`config.mk`:
```
export PLATFORM = sky130hd
export DESIGN_NAME = dcp_core
export DESIGN_NICKNAME = d
export VERILOG_FILES = /design/src/pkg/dcp_pkg.sv /design/src/core/dcp_core.sv
export SDC_FILE = /design/constraint.sdc
export NUM_CORES = 1
export LEC_CHECK = 0
export ABC_AREA = 0
export BUFFER_PORTS_ARGS = -buffer_cell sky130_fd_sc_hd__buf_2
export CAP_MARGIN = 20
export CORE_MARGIN = 2
export CORE_UTILIZATION = 48
export DETAILED_ROUTE_END_ITERATION = 10
export PLACE_DENSITY_LB_ADDON = 0.15
export SYNTH_ARGS = -nofsm -noshare
export SYNTH_HDL_FRONTEND = slang
export SYNTH_SLANG_ARGS = --single-unit
export TNS_END_PERCENT = 10
```
`constraint.sdc`:
```
create_clock -name clk_i -period 2.28 [get_ports clk_i]
set_input_delay 0.228 -clock clk_i [delete_from_list [all_inputs] [get_ports clk_i]]
set_output_delay 0.228 -clock clk_i [all_outputs]
set_load 0.05 [all_outputs]
```
`src/pkg/dcp_pkg.sv`:
```
package dcp_pkg;
   // ***************************************************
   // register map (classic Wishbone, 32-bit, byte addresses)
   // ***************************************************
   localparam logic [3:0] DCP_CTRL_OFS = 4'h0;
   localparam logic [3:0] DCP_STAT_OFS = 4'h4;
   localparam logic [3:0] DCP_BEAT_OFS = 4'h8;
   // ctrl fields
   localparam int DCP_BL_LSB = 0;
   localparam int DCP_BT_BIT = 3;
   localparam logic [1:0] DCP_BL_FIX8 = 2'h0;
   localparam logic [1:0] DCP_BL_OTF = 2'h1;
   localparam logic [1:0] DCP_BL_FIX4 = 2'h2;
   localparam logic [3:0] DCP_CTRL_RST = 4'h0;
   // ***************************************************
   // commands decoded from cs_n, act_n, ras_n, cas_n, we_n
   // ***************************************************
   typedef enum logic [2:0]
   {
      DCP_CMD_DES = 3'h0,
      DCP_CMD_NOP = 3'h1,
      DCP_CMD_REF = 3'h2,
      DCP_CMD_RD = 3'h3,
      DCP_CMD_WR = 3'h4,
      DCP_CMD_ACT = 3'h5,
      DCP_CMD_PRE = 3'h6,
      DCP_CMD_OTH = 3'h7
   } dcp_cmd_t;
   typedef enum logic [4:0]
   {
      DCP_ST_IDLE = 5'h01,
      DCP_ST_ACTIVE = 5'h02,
      DCP_ST_PPD = 5'h04,
      DCP_ST_APD = 5'h08,
      DCP_ST_SREF = 5'h10
   } dcp_state_t;
   // ***************************************************
   // timing
   // ***************************************************
   localparam int DCP_CLK_MHZ = 250;
   localparam int DCP_BURST_BEATS = 8;
   localparam int DCP_BC4_BEATS = 4;
   localparam int DCP_BC4_PULLIN = 2;
   localparam logic [3:0] DCP_WR_START = 4'h4;
   localparam logic [3:0] DCP_XS_CYC = 4'hA;
   localparam logic [3:0] DCP_XP_CYC = 4'h3;
endpackage

```
`src/core/dcp_core.sv`:
```
`timescale 1ns/1ps
// Overview of operation
// - sample CKE and command every rising edge
// - transitions use CKE at N and N-1
// - CKE low twice keeps state, ignores pins
// - closed banks give precharge power-down, else active
// - no refresh while in power-down
// - self-refresh only from idle with refresh
// - idle needs banks closed, no burst, timings met
// - termination off in self-refresh, ODT ignored
// - undefined combinations are illegal, flagged
// - burst length from MR0 A1:A0, A12 otf
// - sequential order wraps inside groups of four
// - interleaved order is start xor beat
// - column bits 2:0 choose first read beat
// - BC4 read tristates last four beat slots
// - writes ignore low column bits, A2 for BC4
// - fixed BC4 write starts two clocks earlier
// - on-the-fly BC4 write starts like BL8
module dcp_core
   import dcp_pkg::*;
(
   input wire logic clk_i,
   input wire logic rst_i,
   input wire logic cke_i,
   input wire logic cs_n_i,
   input wire logic act_n_i,
   input wire logic ras_n_i,
   input wire logic cas_n_i,
   input wire logic we_n_i,
   input wire logic a12_i,
   input wire logic [2:0] col_i,
   input wire logic odt_i,
   input wire logic [31:0] wb_adr_i,
   input wire logic [31:0] wb_dat_i,
   input wire logic [3:0] wb_sel_i,
   input wire logic wb_we_i,
   input wire logic wb_cyc_i,
   input wire logic wb_stb_i,
   output logic [31:0] wb_dat_o,
   output logic wb_ack_o,
   output logic [2:0] beat_idx_o,
   output logic beat_oe_o,
   output logic beat_wr_o,
   output logic wr_start_o,
   output logic refresh_o,
   output logic odt_en_o,
   output logic [4:0] pwr_state_o,
   output logic illegal_o
);
   // ***************************************************
   // state
   // ***************************************************
   typedef struct packed {
      // cke history
      logic [2:0] sync_cke;
      logic cke_prev;
      logic cke_cur;
      // power state and exit timer
      dcp_state_t st;
      logic [3:0] ctrl;
      logic [3:0] banks;
      logic [3:0] tmr;
      // burst engine
      logic rd_busy;
      logic wr_busy;
      logic [3:0] beat;
      logic [2:0] start;
      logic interleave;
      logic chop;
      logic [3:0] wdly;
      logic [2:0] beat_idx;
      logic beat_oe;
      logic beat_wr;
      logic wr_start;
      logic refresh;
      logic illegal;
      // register bus
      logic ack;
      logic [31:0] rdat;
   } dcp_st_t;
   dcp_st_t s_reg;
   dcp_st_t s_next;
   // ***************************************************
   // helpers
   // ***************************************************
   // command decode from the five command pins
   function automatic dcp_cmd_t dcp_decode(input logic cs_n, input logic act_n,
                                           input logic ras_n, input logic cas_n,
                                           input logic we_n);
      dcp_cmd_t c;
      c = DCP_CMD_OTH;
      if (cs_n)
         c = DCP_CMD_DES;
      // act low turns the other three pins into address bits
      else if (!act_n)
         c = DCP_CMD_ACT;
      else
      begin
         unique case ({ras_n, cas_n, we_n})
            3'h7: c = DCP_CMD_NOP;
            3'h1: c = DCP_CMD_REF;
            3'h2: c = DCP_CMD_PRE;
            3'h5: c = DCP_CMD_RD;
            3'h4: c = DCP_CMD_WR;
            default: c = DCP_CMD_OTH;
         endcase
      end
      return c;
   endfunction
   // sequential wraps in groups of four, interleaved is a plain xor
   function automatic logic [2:0] dcp_order(input logic [2:0] st, input logic [2:0] n,
                                            input logic il);
      logic [2:0] r;
      r = 3'h0;
      if (il)
         r = st ^ n;
      else
         r = {st[2] ^ n[2], 2'(st[1:0] + n[1:0])};
      return r;
   endfunction
   // read word for a register offset; unmapped offsets read as zero
   function automatic logic [31:0] dcp_rd_word(input logic [3:0] ofs, input dcp_st_t s);
      logic [31:0] w;
      w = 32'h0;
      unique case (ofs)
         DCP_CTRL_OFS: w = {28'h0, s.ctrl};
         DCP_STAT_OFS: w = {20'h0, s.banks, s.rd_busy, s.wr_busy, s.cke_cur, s.st};
         DCP_BEAT_OFS: w = {24'h0, s.beat, 1'b0, s.beat_idx};
         default: w = 32'h0;
      endcase
      return w;
   endfunction
   // ***************************************************
   // next state
   // ***************************************************
   dcp_cmd_t cmd;
   logic cmd_ok;
   logic wb_hit;
   always_comb
   begin
      s_next = s_reg;
      cmd = dcp_decode(cs_n_i, act_n_i, ras_n_i, cas_n_i, we_n_i);
      cmd_ok = 1'b1;
      // a request is taken once; the ack cycle itself is no new hit
      wb_hit = wb_cyc_i && wb_stb_i && !s_reg.ack;
      s_next.refresh = 1'b0;
      s_next.wr_start = 1'b0;
      s_next.illegal = 1'b0;
      s_next.ack = wb_hit;
      // ***************************************************
      // cke synchroniser
      // ***************************************************
      // three flops; a new level counts once the last two agree
      s_next.sync_cke = {s_reg.sync_cke[1:0], cke_i};
      if (s_reg.sync_cke[2] == s_reg.sync_cke[1])
      begin
         s_next.cke_cur = s_reg.sync_cke[2];
      end
      // previous edge level, paired with the current one below
      s_next.cke_prev = s_reg.cke_cur;
      // ***************************************************
      // exit lockout timer
      // ***************************************************
      // commands are ignored until the exit recovery runs out
      if (s_reg.tmr != 4'h0)
      begin
         s_next.tmr = s_reg.tmr - 4'h1;
      end
      // ***************************************************
      // burst engine
      // ***************************************************
      // beat counter runs a full eight slots even for a chop
      if (s_reg.rd_busy || s_reg.wr_busy)
      begin
         s_next.beat = s_reg.beat + 4'h1;
         s_next.beat_idx = dcp_order(s_reg.start, s_reg.beat[2:0] + 3'h1, s_reg.interleave);
         // chop: outputs released for the last four slots
         if (s_reg.chop && s_reg.beat[2:0] == 3'(DCP_BC4_BEATS - 1))
            s_next.beat_oe = 1'b0;
         if (s_reg.beat == 4'(DCP_BURST_BEATS - 1))
         begin
            s_next.rd_busy = 1'b0;
            s_next.wr_busy = 1'b0;
            s_next.beat_oe = 1'b0;
            s_next.beat_wr = 1'b0;
         end
      end
      // ***************************************************
      // internal write start
      // ***************************************************
      // delay counter ends in a one cycle start pulse
      if (s_reg.wdly != 4'h0)
      begin
         s_next.wdly = s_reg.wdly - 4'h1;
         if (s_reg.wdly == 4'h1)
            s_next.wr_start = 1'b1;
      end
      // ***************************************************
      // power state machine
      // ***************************************************
      unique case (s_reg.st)
         DCP_ST_PPD, DCP_ST_APD, DCP_ST_SREF:
         begin
            // low at both edges: hold, pins are don't care
            if (!s_reg.cke_prev && !s_reg.cke_cur)
               s_next.st = s_reg.st;
            // rising cke: leave power-down or self-refresh
            else if (!s_reg.cke_prev && s_reg.cke_cur)
            begin
               cmd_ok = (cmd == DCP_CMD_DES) || (s_reg.st == DCP_ST_SREF && cmd == DCP_CMD_NOP);
               s_next.st = (s_reg.st == DCP_ST_APD) ? DCP_ST_ACTIVE : DCP_ST_IDLE;
               s_next.tmr = (s_reg.st == DCP_ST_SREF) ? DCP_XS_CYC : DCP_XP_CYC;
            end
            else
               cmd_ok = 1'b0;
         end
         default:
         begin
            // falling cke: enter power-down or self-refresh
            if (s_reg.cke_prev && !s_reg.cke_cur)
            begin
               if (cmd == DCP_CMD_REF && s_reg.banks == 4'h0 && !s_reg.rd_busy
                   && !s_reg.wr_busy && s_reg.tmr == 4'h0)
                  s_next.st = DCP_ST_SREF;
               else if (cmd == DCP_CMD_DES)
                  s_next.st = (s_reg.banks == 4'h0) ? DCP_ST_PPD : DCP_ST_APD;
               else
                  cmd_ok = 1'b0;
            end
            // cke high and no exit lockout: normal command decode
            else if (s_reg.cke_cur && s_reg.tmr == 4'h0)
            begin
               unique case (cmd)
                  // one open-bank flag stands for all banks
                  DCP_CMD_ACT: s_next.banks[1'b0] = 1'b1;
                  DCP_CMD_PRE: s_next.banks = 4'h0;
                  // refresh is only valid with all banks closed
                  DCP_CMD_REF:
                  begin
                     s_next.refresh = 1'b1;
                     cmd_ok = (s_reg.banks == 4'h0);
                  end
                  // reads and writes restart the burst engine
                  DCP_CMD_RD, DCP_CMD_WR:
                  begin
                     s_next.beat = 4'h0;
                     s_next.interleave = s_reg.ctrl[DCP_BT_BIT];
                     s_next.chop = (s_reg.ctrl[1:0] == DCP_BL_FIX4) ||
                                   (s_reg.ctrl[1:0] == DCP_BL_OTF && !a12_i);
                     if (cmd == DCP_CMD_RD)
                     begin
                        s_next.rd_busy = 1'b1;
                        s_next.wr_busy = 1'b0;
                        s_next.start = col_i;
                        s_next.beat_idx = dcp_order(col_i, 3'h0, s_reg.ctrl[DCP_BT_BIT]);
                        s_next.beat_oe = 1'b1;
                        s_next.beat_wr = 1'b0;
                     end
                     else
                     begin
                        s_next.wr_busy = 1'b1;
                        s_next.rd_busy = 1'b0;
                        s_next.interleave = 1'b0;
                        // write order starts at 0 or 4, column bits 1:0 ignored
                        s_next.start = (s_next.chop) ? {col_i[2], 2'h0} : 3'h0;
                        s_next.beat_idx = s_next.start;
                        s_next.beat_oe = 1'b0;
                        s_next.beat_wr = 1'b1;
                        if (s_reg.ctrl[1:0] == DCP_BL_FIX4)
                        begin
                           s_next.wdly = DCP_WR_START - 4'(DCP_BC4_PULLIN);
                        end
                        else
                        begin
                           s_next.wdly = DCP_WR_START;
                        end
                     end
                  end
                  default: ;
               endcase
               s_next.st = (s_next.banks != 4'h0) ? DCP_ST_ACTIVE : DCP_ST_IDLE;
            end
            // cke low at both edges lies outside the defined transitions
            else if (!s_reg.cke_cur)
               cmd_ok = 1'b0;
         end
      endcase
      s_next.illegal = !cmd_ok;
      // ***************************************************
      // register bus
      // ***************************************************
      // a write lands at the edge that sees ack high
      if (wb_cyc_i && wb_stb_i && s_reg.ack && wb_we_i && wb_adr_i[3:0] == DCP_CTRL_OFS
          && wb_sel_i[0])
      begin
         s_next.ctrl = wb_dat_i[3:0];
      end
      s_next.rdat = dcp_rd_word(wb_adr_i[3:0], s_reg);
   end
   // ***************************************************
   // registers
   // ***************************************************
   // one synchronous reset for the whole state word
   always_ff @(posedge clk_i)
   begin
      if (rst_i)
      begin
         s_reg <= '0;
         s_reg.st <= DCP_ST_IDLE;
         s_reg.ctrl <= DCP_CTRL_RST;
      end
      else
         s_reg <= s_next;
   end
   // ***************************************************
   // outputs
   // ***************************************************
   assign wb_ack_o = s_reg.ack;
   assign wb_dat_o = s_reg.rdat;
   assign beat_idx_o = s_reg.beat_idx;
   // low marks the released (high impedance) beat slots
   assign beat_oe_o = s_reg.beat_oe;
   assign beat_wr_o = s_reg.beat_wr;
   assign wr_start_o = s_reg.wr_start;
   assign refresh_o = s_reg.refresh;
   // termination follows the pin except in self-refresh
   assign odt_en_o = odt_i && (s_reg.st != DCP_ST_SREF);
   assign pwr_state_o = s_reg.st;
   assign illegal_o = s_reg.illegal;
endmodule // dcp_core

```
[After elaboration in Yosys (flattened, before gate mapping)]
Cells that the tools add are included.
Storage, ports and cells
  register bits after elaboration: 78
  input port bits: 84
  logic and storage cells: 158
Operators by class
  reduce and logical (&&, ||, !) cells: 43
  eq/ne operators: 26
  add/subtract/negate cells: 5
  muxes and demuxes: 56
  bitwise logic cells: 6
Operator list (number)
  $mux W20: 4
  $mux W5: 9
  $pmux W12 S3: 1
  $mux W4: 8
  $mux W3: 10
  $eq A3 B3 Y1 const B: 6
  $logic_and A1 B1 Y1: 18
  $mux W1: 16
  $pmux W3 S5: 1
  $eq A3 B2 Y1 const B: 4
  $logic_not A4 Y1: 3
  $reduce_bool A4 Y1: 3
  $mux W2: 5
  $eq A4 B3 Y1 const B: 2
  $reduce_and A4 Y1: 2
  $sub A4 B1 Y4 const B: 2
  $logic_not A1 Y1: 7
  $eq A3 B1 Y1 const B: 2
  $mux W6: 1
  $reduce_or A6 Y1: 1
  $eq A5 B3 Y1 const B: 1
  $eq A5 B4 Y1 const B: 1
  $eq A5 B5 Y1 const B: 1
  $ne A5 B5 Y1 const B: 1
  other kinds (20): 27

[Depth between registers and ports, before layout]
Gate-level depths: netlist (run 1).
  depth after elaboration: 14
  mapped depth: 8
  mapped depth without buffers: 7

[Worst setup path before layout (run 1)]
OpenSTA, ideal clock, no wires.
  kind: flip-flop to flip-flop
  from: reg s_reg[56] (netlist bit)
  to: reg s_reg (netlist bit beat_oe_o)
  stages on the path, launching flop included: 9
  data arrival time: 1.706 ns
  setup time: 0.132 ns
  data required time: 2.148 ns
  setup slack: 0.441 ns
  path through: dfxtp_1 -> inv_1 -> ha_1 -> nor3b_2 -> nand2_2 -> or3_1 -> buf_2 -> o221ai_2 -> a21oi_1
Between the ends
  longest elaborated chain between the ends: 5
RTL lines
  start, declared: RTL line dcp_core.sv:82  | dcp_st_t s_reg;
  start signal, assigned: RTL line dcp_core.sv:314  | s_reg <= s_next;
  $logic_not A4 Y1: RTL line dcp_core.sv:232  | else if (s_reg.cke_cur && s_reg.tmr == 4'h0)
  $logic_and A1 B1 Y1: RTL line dcp_core.sv:232
  $mux W20: RTL line dcp_core.sv:232
  $mux W20: RTL line dcp_core.sv:221  | if (s_reg.cke_prev && !s_reg.cke_cur)
  $mux W20: RTL line dcp_core.sv:202  | unique case (s_reg.st)
No other way between the ends.
A chain may end at the register's enable or synchronous reset.

[Final worst setup path (run 1)]
  from: reg s_reg[56] (netlist bit)
  to: reg s_reg (netlist bit pwr_state_o[1])
Between the ends
  longest elaborated chain between the ends: 5
  elaborated cells between the ends (all ways): 9
RTL lines
  $logic_not A4 Y1 *: RTL line dcp_core.sv:224, dcp_core.sv:232
  $logic_and A1 B1 Y1: RTL line dcp_core.sv:224  | && !s_reg.wr_busy && s_reg.tmr == 4'h0)
  $mux W5: RTL line dcp_core.sv:223  | if (cmd == DCP_CMD_REF && s_reg.banks == 4'h0 && !s_reg.rd_busy
  $mux W5: RTL line dcp_core.sv:221
  $mux W5: RTL line dcp_core.sv:202
Every way passes the cells marked *; elsewhere a longest branch is shown, timed or not.

==> flow_summary.json, run 1 <==
{
  "setup_violations": 0,
  "antenna_cells": 0,
  "io_pins": 131,
  "synthArstFlopShare": 0,
  "p_clk_frac": 0.361,
  "wire_per_inst_microns": 13.4,
  "vias": 2415,
  "port_buffers": 51,
  "yosys-top-cells-area": "dfxtp_1, buf_4, nor2_1, a21oi_1, mux2i_1",
  "p_sw_uw": 777,
  "p_seq_frac": 0.426,
  "synth.most_common_cell": "dfxtp_1",
  "clk_pin_slew_ps": 60,
  "startpoint": "s_reg[56]$_SDFF_PP0_",
  "synth.mux.area_fraction": 0.0371,
  "cts_tree": "yes",
  "start_util": 0.500,
  "post_cts_resized": 0,
  "drcViolationCount": 0,
  "reg2reg_setup_slack_ps": 300,
  "cts_buffers": 9,
  "avgSynthCellArea_sq_um": 8.79,
  "intPower_uw": 1880,
  "p_sw_frac": 0.292,
  "yosysWarningCount": 0,
  "dp.cells": 443,
  "synth_cells": 341,
  "crit_path_end_kind": "flip-flop",
  "period_share": 0.869,
  "routed_via_density": 5.26,
  "synthTopCellsByCount": "dfxtp_1, buf_4, nor2_1",
  "rr_worst_depth": 6,
  "comb_power_share": 0.213,
  "root_buffer": "clkbuf_8",
  "ir_worst_vdd_v": 0.000485,
  "min_path_type": "input pin to flip-flop",
  "synth_cell_types": 58,
  "holdBufCountCts": 0,
  "core_area_sq_um": 5990,
  "cts_buffer_depth": 2,
  "gp_congestion": 0.870,
  "required_ps": 2470,
  "synth_top_area_share": 0.387,
  "num_rows": 28,
  "leakage_uw": 0.00143,
  "drive_gt1_frac": 0.229,
  "synth_edf_count": 0,
  "antenna_found_initial": 0,
  "hold_depth": 2,
  "r2r-end": "pwr_state_o[1]$_SDFFE_PP0P_",
  "die_area_sq_um": 6890,
  "synthFlopType": "dfxtp_1",
  "finalSetupTns_ps": 0,
  "drtAntennaViolNets": 0,
  "timing_worst_setup_path_type": "flip-flop to flip-flop",
  "outcome": "finished, final reports clean",
  "die_h_microns": 83.0,
  "yosys_register_bits": 58,
  "grt_max_degree": 34,
  "grt_overflow": 0,
  "worst_pin_slew_ps": 626,
  "drt_iter0_drc": 82,
  "finClkSkew_ps": 9.75,
  "dr.pass1.iters": 4,
  "yosysTopAreaCell": "dfxtp_1",
  "crit_arrival_ps": 2170,
  "die_w_microns": 83.0,
  "synth_fa_ha_area_frac": 0.0292,
  "largest_reg_flops": 29,
  "yosysSeqAreaShare": 0.387,
  "hold_violations": 0,
  "cts_sinks": 58,
  "period_needed_ps": 1980,
  "cts_setup_buffers": 0,
  "cp_max_fo": 5,
  "synth_compound_area_frac": 0.134,
  "synth_top_family_by_area": "simple AND/OR/NAND/NOR gates",
  "cp-start-kind": "flip-flop",
  "yosys.area_share.simple": 0.253,
  "clock_latency_ps": 340,
  "htree_levels": 3,
  "place_hpwl_mm": 4.55,
  "area_delta_synth_final_pct": 11.2,
  "final_cells": 459,
  "rsz0062_at_grt": "no",
  "netlist_area_sq_um": 3000,
  "drv_cap": 0,
  "slew_headroom": 0.582,
  "grt_use_total": 0.184,
  "maxClockFrequency_mhz": 504,
  "synth-xor-area-share": 0.0292,
  "routed_wl_mm": 6.17,
  "fin_nets": 470,
  "grt_pass1_wl_mm": 10.3,
  "grt_pass1_vias": 2269,
  "r2r-start": "s_reg[56]$_SDFF_PP0_",
  "crit_path_end": "pwr_state_o[1]$_SDFFE_PP0P_",
  "powerDensity_nw_per_um2": 798,
  "drv_slew": 0
}
==> through the flow <==
| step | total power [uW] | hold slack (ps) | setup WS [ps] | util | cell area, sq um |
|---|---|---|---|---|---|
| 6_report | 2660 | 108 | 298 | 0.557 | 3330 |
| 3_5_place_dp | 1730 | 432 | 285 | 0.524 | 3140 |
| 3_3_place_gp | 1710 | 419 | 305 | 0.524 | 3140 |
| 4_1_cts | 2690 | 106 | 282 | 0.557 | 3330 |
| 2_1_floorplan | 1620 | 356 | 441 | - | 3070 |
| 5_1_grt | 2810 | 112 | 138 | 0.557 | 3330 |
==> cells in the final DEF (no fill, tap or decap), types with 10 or more instances in the layout <==
master / synthesis / final
a21oi_1: 23 / 23
nand2_1: 15 / 15
dfxtp_1: 58 / 58
buf_2: 3 / 51
nor3_1: 17 / 17
conb_1: 1 / 20
buf_4: 40 / 11
nor2_1: 34 / 34
clkbuf_8: 0 / 11
mux2i_1: 10 / 10
nor2b_1: 12 / 12
==> worst min-delay path by stage <==
| stage | to | slack, ps | startpoint |
|---|---|---|---|
| global route | s_next[76]$_SDFF_PP0_ | 110 | cke_i |
| finish | s_next[76]$_SDFF_PP0_ | 110 | cke_i |
| global placement | s_next[77]$_SDFF_PP0_ | 420 | s_next[76]$_SDFF_PP0_ |
| CTS | s_next[76]$_SDFF_PP0_ | 110 | cke_i |
| floorplan | s_next[76]$_SDFF_PP0_ | 360 | cke_i |
| detailed placement | s_next[77]$_SDFF_PP0_ | 430 | s_next[76]$_SDFF_PP0_ |
==> power by group through the flow <==
| stage | sequential (uW) | combinational (uW) | clock, uW |
|---|---|---|---|
| 4_1_cts | 1130 | 576 | 977 |
| 6_report | 1130 | 567 | 962 |
| 3_5_place_dp | 1150 | 576 | 0 |
| 5_1_grt | 1140 | 645 | 1020 |
| 3_3_place_gp | 1150 | 558 | 0 |
| 2_1_floorplan | 1160 | 464 | 0 |
==> critical path: stages (launching register included) <==
cell     delay (ps)
dfxtp_1         320
inv_1            60
ha_1            200
or3b_2          520
a32o_1          340
nor4_1          330
nor3_1           80
==> routing by layer <==
metal / track usage / part of all wire / vias up / wire [microns]
met2: 0.289 / 0.46 / 64 / 2810
met5: 0 / 0 / - / 0
met4: 0.0805 / 0.018 / 0 / 110
met1: 0.243 / 0.48 / 1125 / 2950
met3: 0.0417 / 0.050 / 10 / 307
li1: - / - / 1216 / -
==> cell type report <==
class	instances	area, sq um
Clock buffer	14	163
Clock inverter	2	35.0
Fill cell	578	2660
Inverter	6	22.5
Multi-Input combinational cell	242	1520
Sequential cell	58	1160
Tap cell	75	93.8
Timing Repair Buffer	62	338
==> cell families after synthesis <==
group                      count (synthesis)
xor gates and xnor gates                  10
muxes                                     11
adders and majority gates                  7
buffers and inverters                     60
AOI/OAI and AO/OA                         60
and+or+nand+nor                          134
other                                      1
DFF                                       58
Note: power is estimated with default switching activity, not from simulation.
==> run 2: changes to the inputs <==
BUFFER_PORTS_ARGS = unset   (was -buffer_cell sky130_fd_sc_hd__buf_2)
CORE_UTILIZATION = 60   (was 48)
DONT_BUFFER_PORTS = 1   (was unset)
PLACE_DENSITY_LB_ADDON = 0.1   (was 0.15)
SLEW_MARGIN = 20   (was unset)
==> run 2 against run 1 <==
  * Sequential share of layout area rose by 2.7 points
  * Via count shrank 6.3%
  * Clock power shrank 1%
  * Fmax grew 0.41%
  * Register-to-register slack is essentially flat
  * Count of clock-buffer cells in the layout shrank 3
  * First-iteration DRC count rose by 32%
  * Setup slack improved by 8.2 ps
  * Die area down 19%
  * Cell count decreased by 13%
  * Core utilization increased by 8.9 points
  * Global-route usage is 3.6 points higher
  * Critical path type unchanged
  * Highest routed layer unchanged
==> flow_summary.json, run 2 (synthesized netlist as in run 1, its figures left out) <==
{
  "drcViolationCount": 0,
  "leakage_uw": 0.00120,
  "grt_pass1_vias": 1977,
  "drv_slew": 0,
  "rsz0062_at_grt": "no",
  "dr.pass1.iters": 4,
  "crit_arrival_ps": 2200,
  "area_delta_synth_final_pct": 3.09,
  "rr_worst_depth": 6,
  "wire_per_inst_microns": 14.7,
  "crit_path_end_kind": "flip-flop",
  "num_rows": 25,
  "period_needed_ps": 1970,
  "vias": 2264,
  "final_common_cell": "dfxtp_1",
  "fin_nets": 419,
  "die_h_microns": 74.7,
  "crit_path_end": "pwr_state_o[0]$_SDFFE_PP1P_",
  "die_area_sq_um": 5580,
  "cts_buffer_depth": 2,
  "grt_overflow": 0,
  "outcome": "finished, final reports clean",
  "place_hpwl_mm": 4.15,
  "port_buffers": 0,
  "gp_congestion": 0.888,
  "reg2reg_setup_slack_ps": 310,
  "final_cells": 400,
  "cp-start-kind": "flip-flop",
  "finalSetupTns_ps": 0,
  "drtAntennaViolNets": 0,
  "final_cell_mix": "dfxtp_1, nor2_1, a21oi_1",
  "cts_tree": "yes",
  "r2r-start": "s_reg[56]$_SDFF_PP0_",
  "maxClockFrequency_mhz": 507,
  "cts_buffers": 9,
  "min_path_type": "input pin to flip-flop",
  "start_util": 0.626,
  "timing_worst_setup_path_type": "flip-flop to flip-flop",
  "drv_cap": 0,
  "clk_pin_slew_ps": 70,
  "startpoint": "s_reg[56]$_SDFF_PP0_",
  "htree_levels": 3,
  "core_area_sq_um": 4790,
  "grt_max_degree": 43,
  "root_buffer": "clkbuf_8",
  "r2r-end": "pwr_state_o[0]$_SDFFE_PP1P_",
  "grt_pass1_wl_mm": 9.01,
  "io_pins": 131,
  "clock_latency_ps": 340,
  "slew_headroom": 0.587,
  "required_ps": 2510,
  "largest_reg_flops": 29,
  "die_w_microns": 74.7,
  "routed_via_density": 5.66,
  "drive_gt1_frac": 0.117,
  "worst_pin_slew_ps": 618,
  "antenna_cells": 0,
  "powerDensity_nw_per_um2": 847,
  "hold_violations": 0,
  "dp.cells": 382,
  "routed_wl_mm": 5.90,
  "period_share": 0.866,
  "post_cts_resized": 0,
  "drt_iter0_drc": 108,
  "setup_violations": 0,
  "finClkSkew_ps": 7.74,
  "cp_max_fo": 5,
  "antenna_found_initial": 0,
  "ir_worst_vdd_v": 0.000673,
  "cts_sinks": 58,
  "grt_use_total": 0.220
}
==> run 2: changes by cell type in the layout (fill, tap and decap cells not counted) <==
cell           delta
buf_12            +1
buf_2            -51
buf_4             -2
clkbuf_1          -3
clkinv_2          +2
clkinvlp_4        +1
dlygate4sd3_1     +1
==> run 2: critical path, stage by stage, from the launching register on <==
cell	delay, ps
dfxtp_1	320
inv_1	60
ha_1	210
or3b_2	530
a32o_1	340
nor4_1	320
o21bai_1	90
==> run 2: repair_timing <==
item / CTS / global route
hold buffers: 2 / 0
setup buffers: 0 / 0
endpoints found under the hold margin: 43 / 0
==> run 2: how the worst min path moves through the flow <==
stage,start,end,slack [ps],cells after the start
floorplan,cke_i,s_next[76]$_SDFF_PP0_,360,1
global placement,rst_i,s_reg[43]$_SDFF_PP0_,300,1
detailed placement,rst_i,s_reg[57]$_SDFF_PP0_,300,1
CTS,cke_i,s_next[76]$_SDFF_PP0_,10,1
global route,cke_i,s_next[76]$_SDFF_PP0_,20,1
finish,cke_i,s_next[76]$_SDFF_PP0_,30,1
==> run 2: metrics by stage <==
step / utilization / setup WS [ps] / power, uW / hold WS, ps / instance area (sq um)
final: 0.646 / 306 / 2620 / 27.2 / 3090
after global routing: 0.646 / 236 / 2750 / 24.9 / 3090
after CTS: 0.646 / 327 / 2640 / 14.7 / 3090
after detailed placement: 0.597 / 329 / 1670 / 303 / 2860
after global placement: 0.597 / 332 / 1660 / 302 / 2860
after floorplan: - / 441 / 1620 / 356 / 3070
==> run 2: power breakdown <==
group          switching (uW)  internal [uW]  leakage (uW)
logic                     290            225      0.000621
registers                72.2           1080      0.000470
clock network             392            557      0.000105
total                     755           1860       0.00120
==> run 2: cell type report <==
type,count,area [sq um]
fill,437,1700
sequential,58,1160
multi-input combinational,242,1520
inverter,6,22.5
timing repair buffer,11,97.6
tap,67,83.8
clock inverter,5,52.6
clock buffer,11,151
==> run 2: per-layer routing <==
metal  vias to the layer above  global-route usage  share of wire
li1                       1112                   -              -
met1                      1049               0.278           0.46
met2                        89               0.333           0.45
met3                        14              0.0884          0.075
met4                         0              0.0972          0.018
met5                         -                   0              0
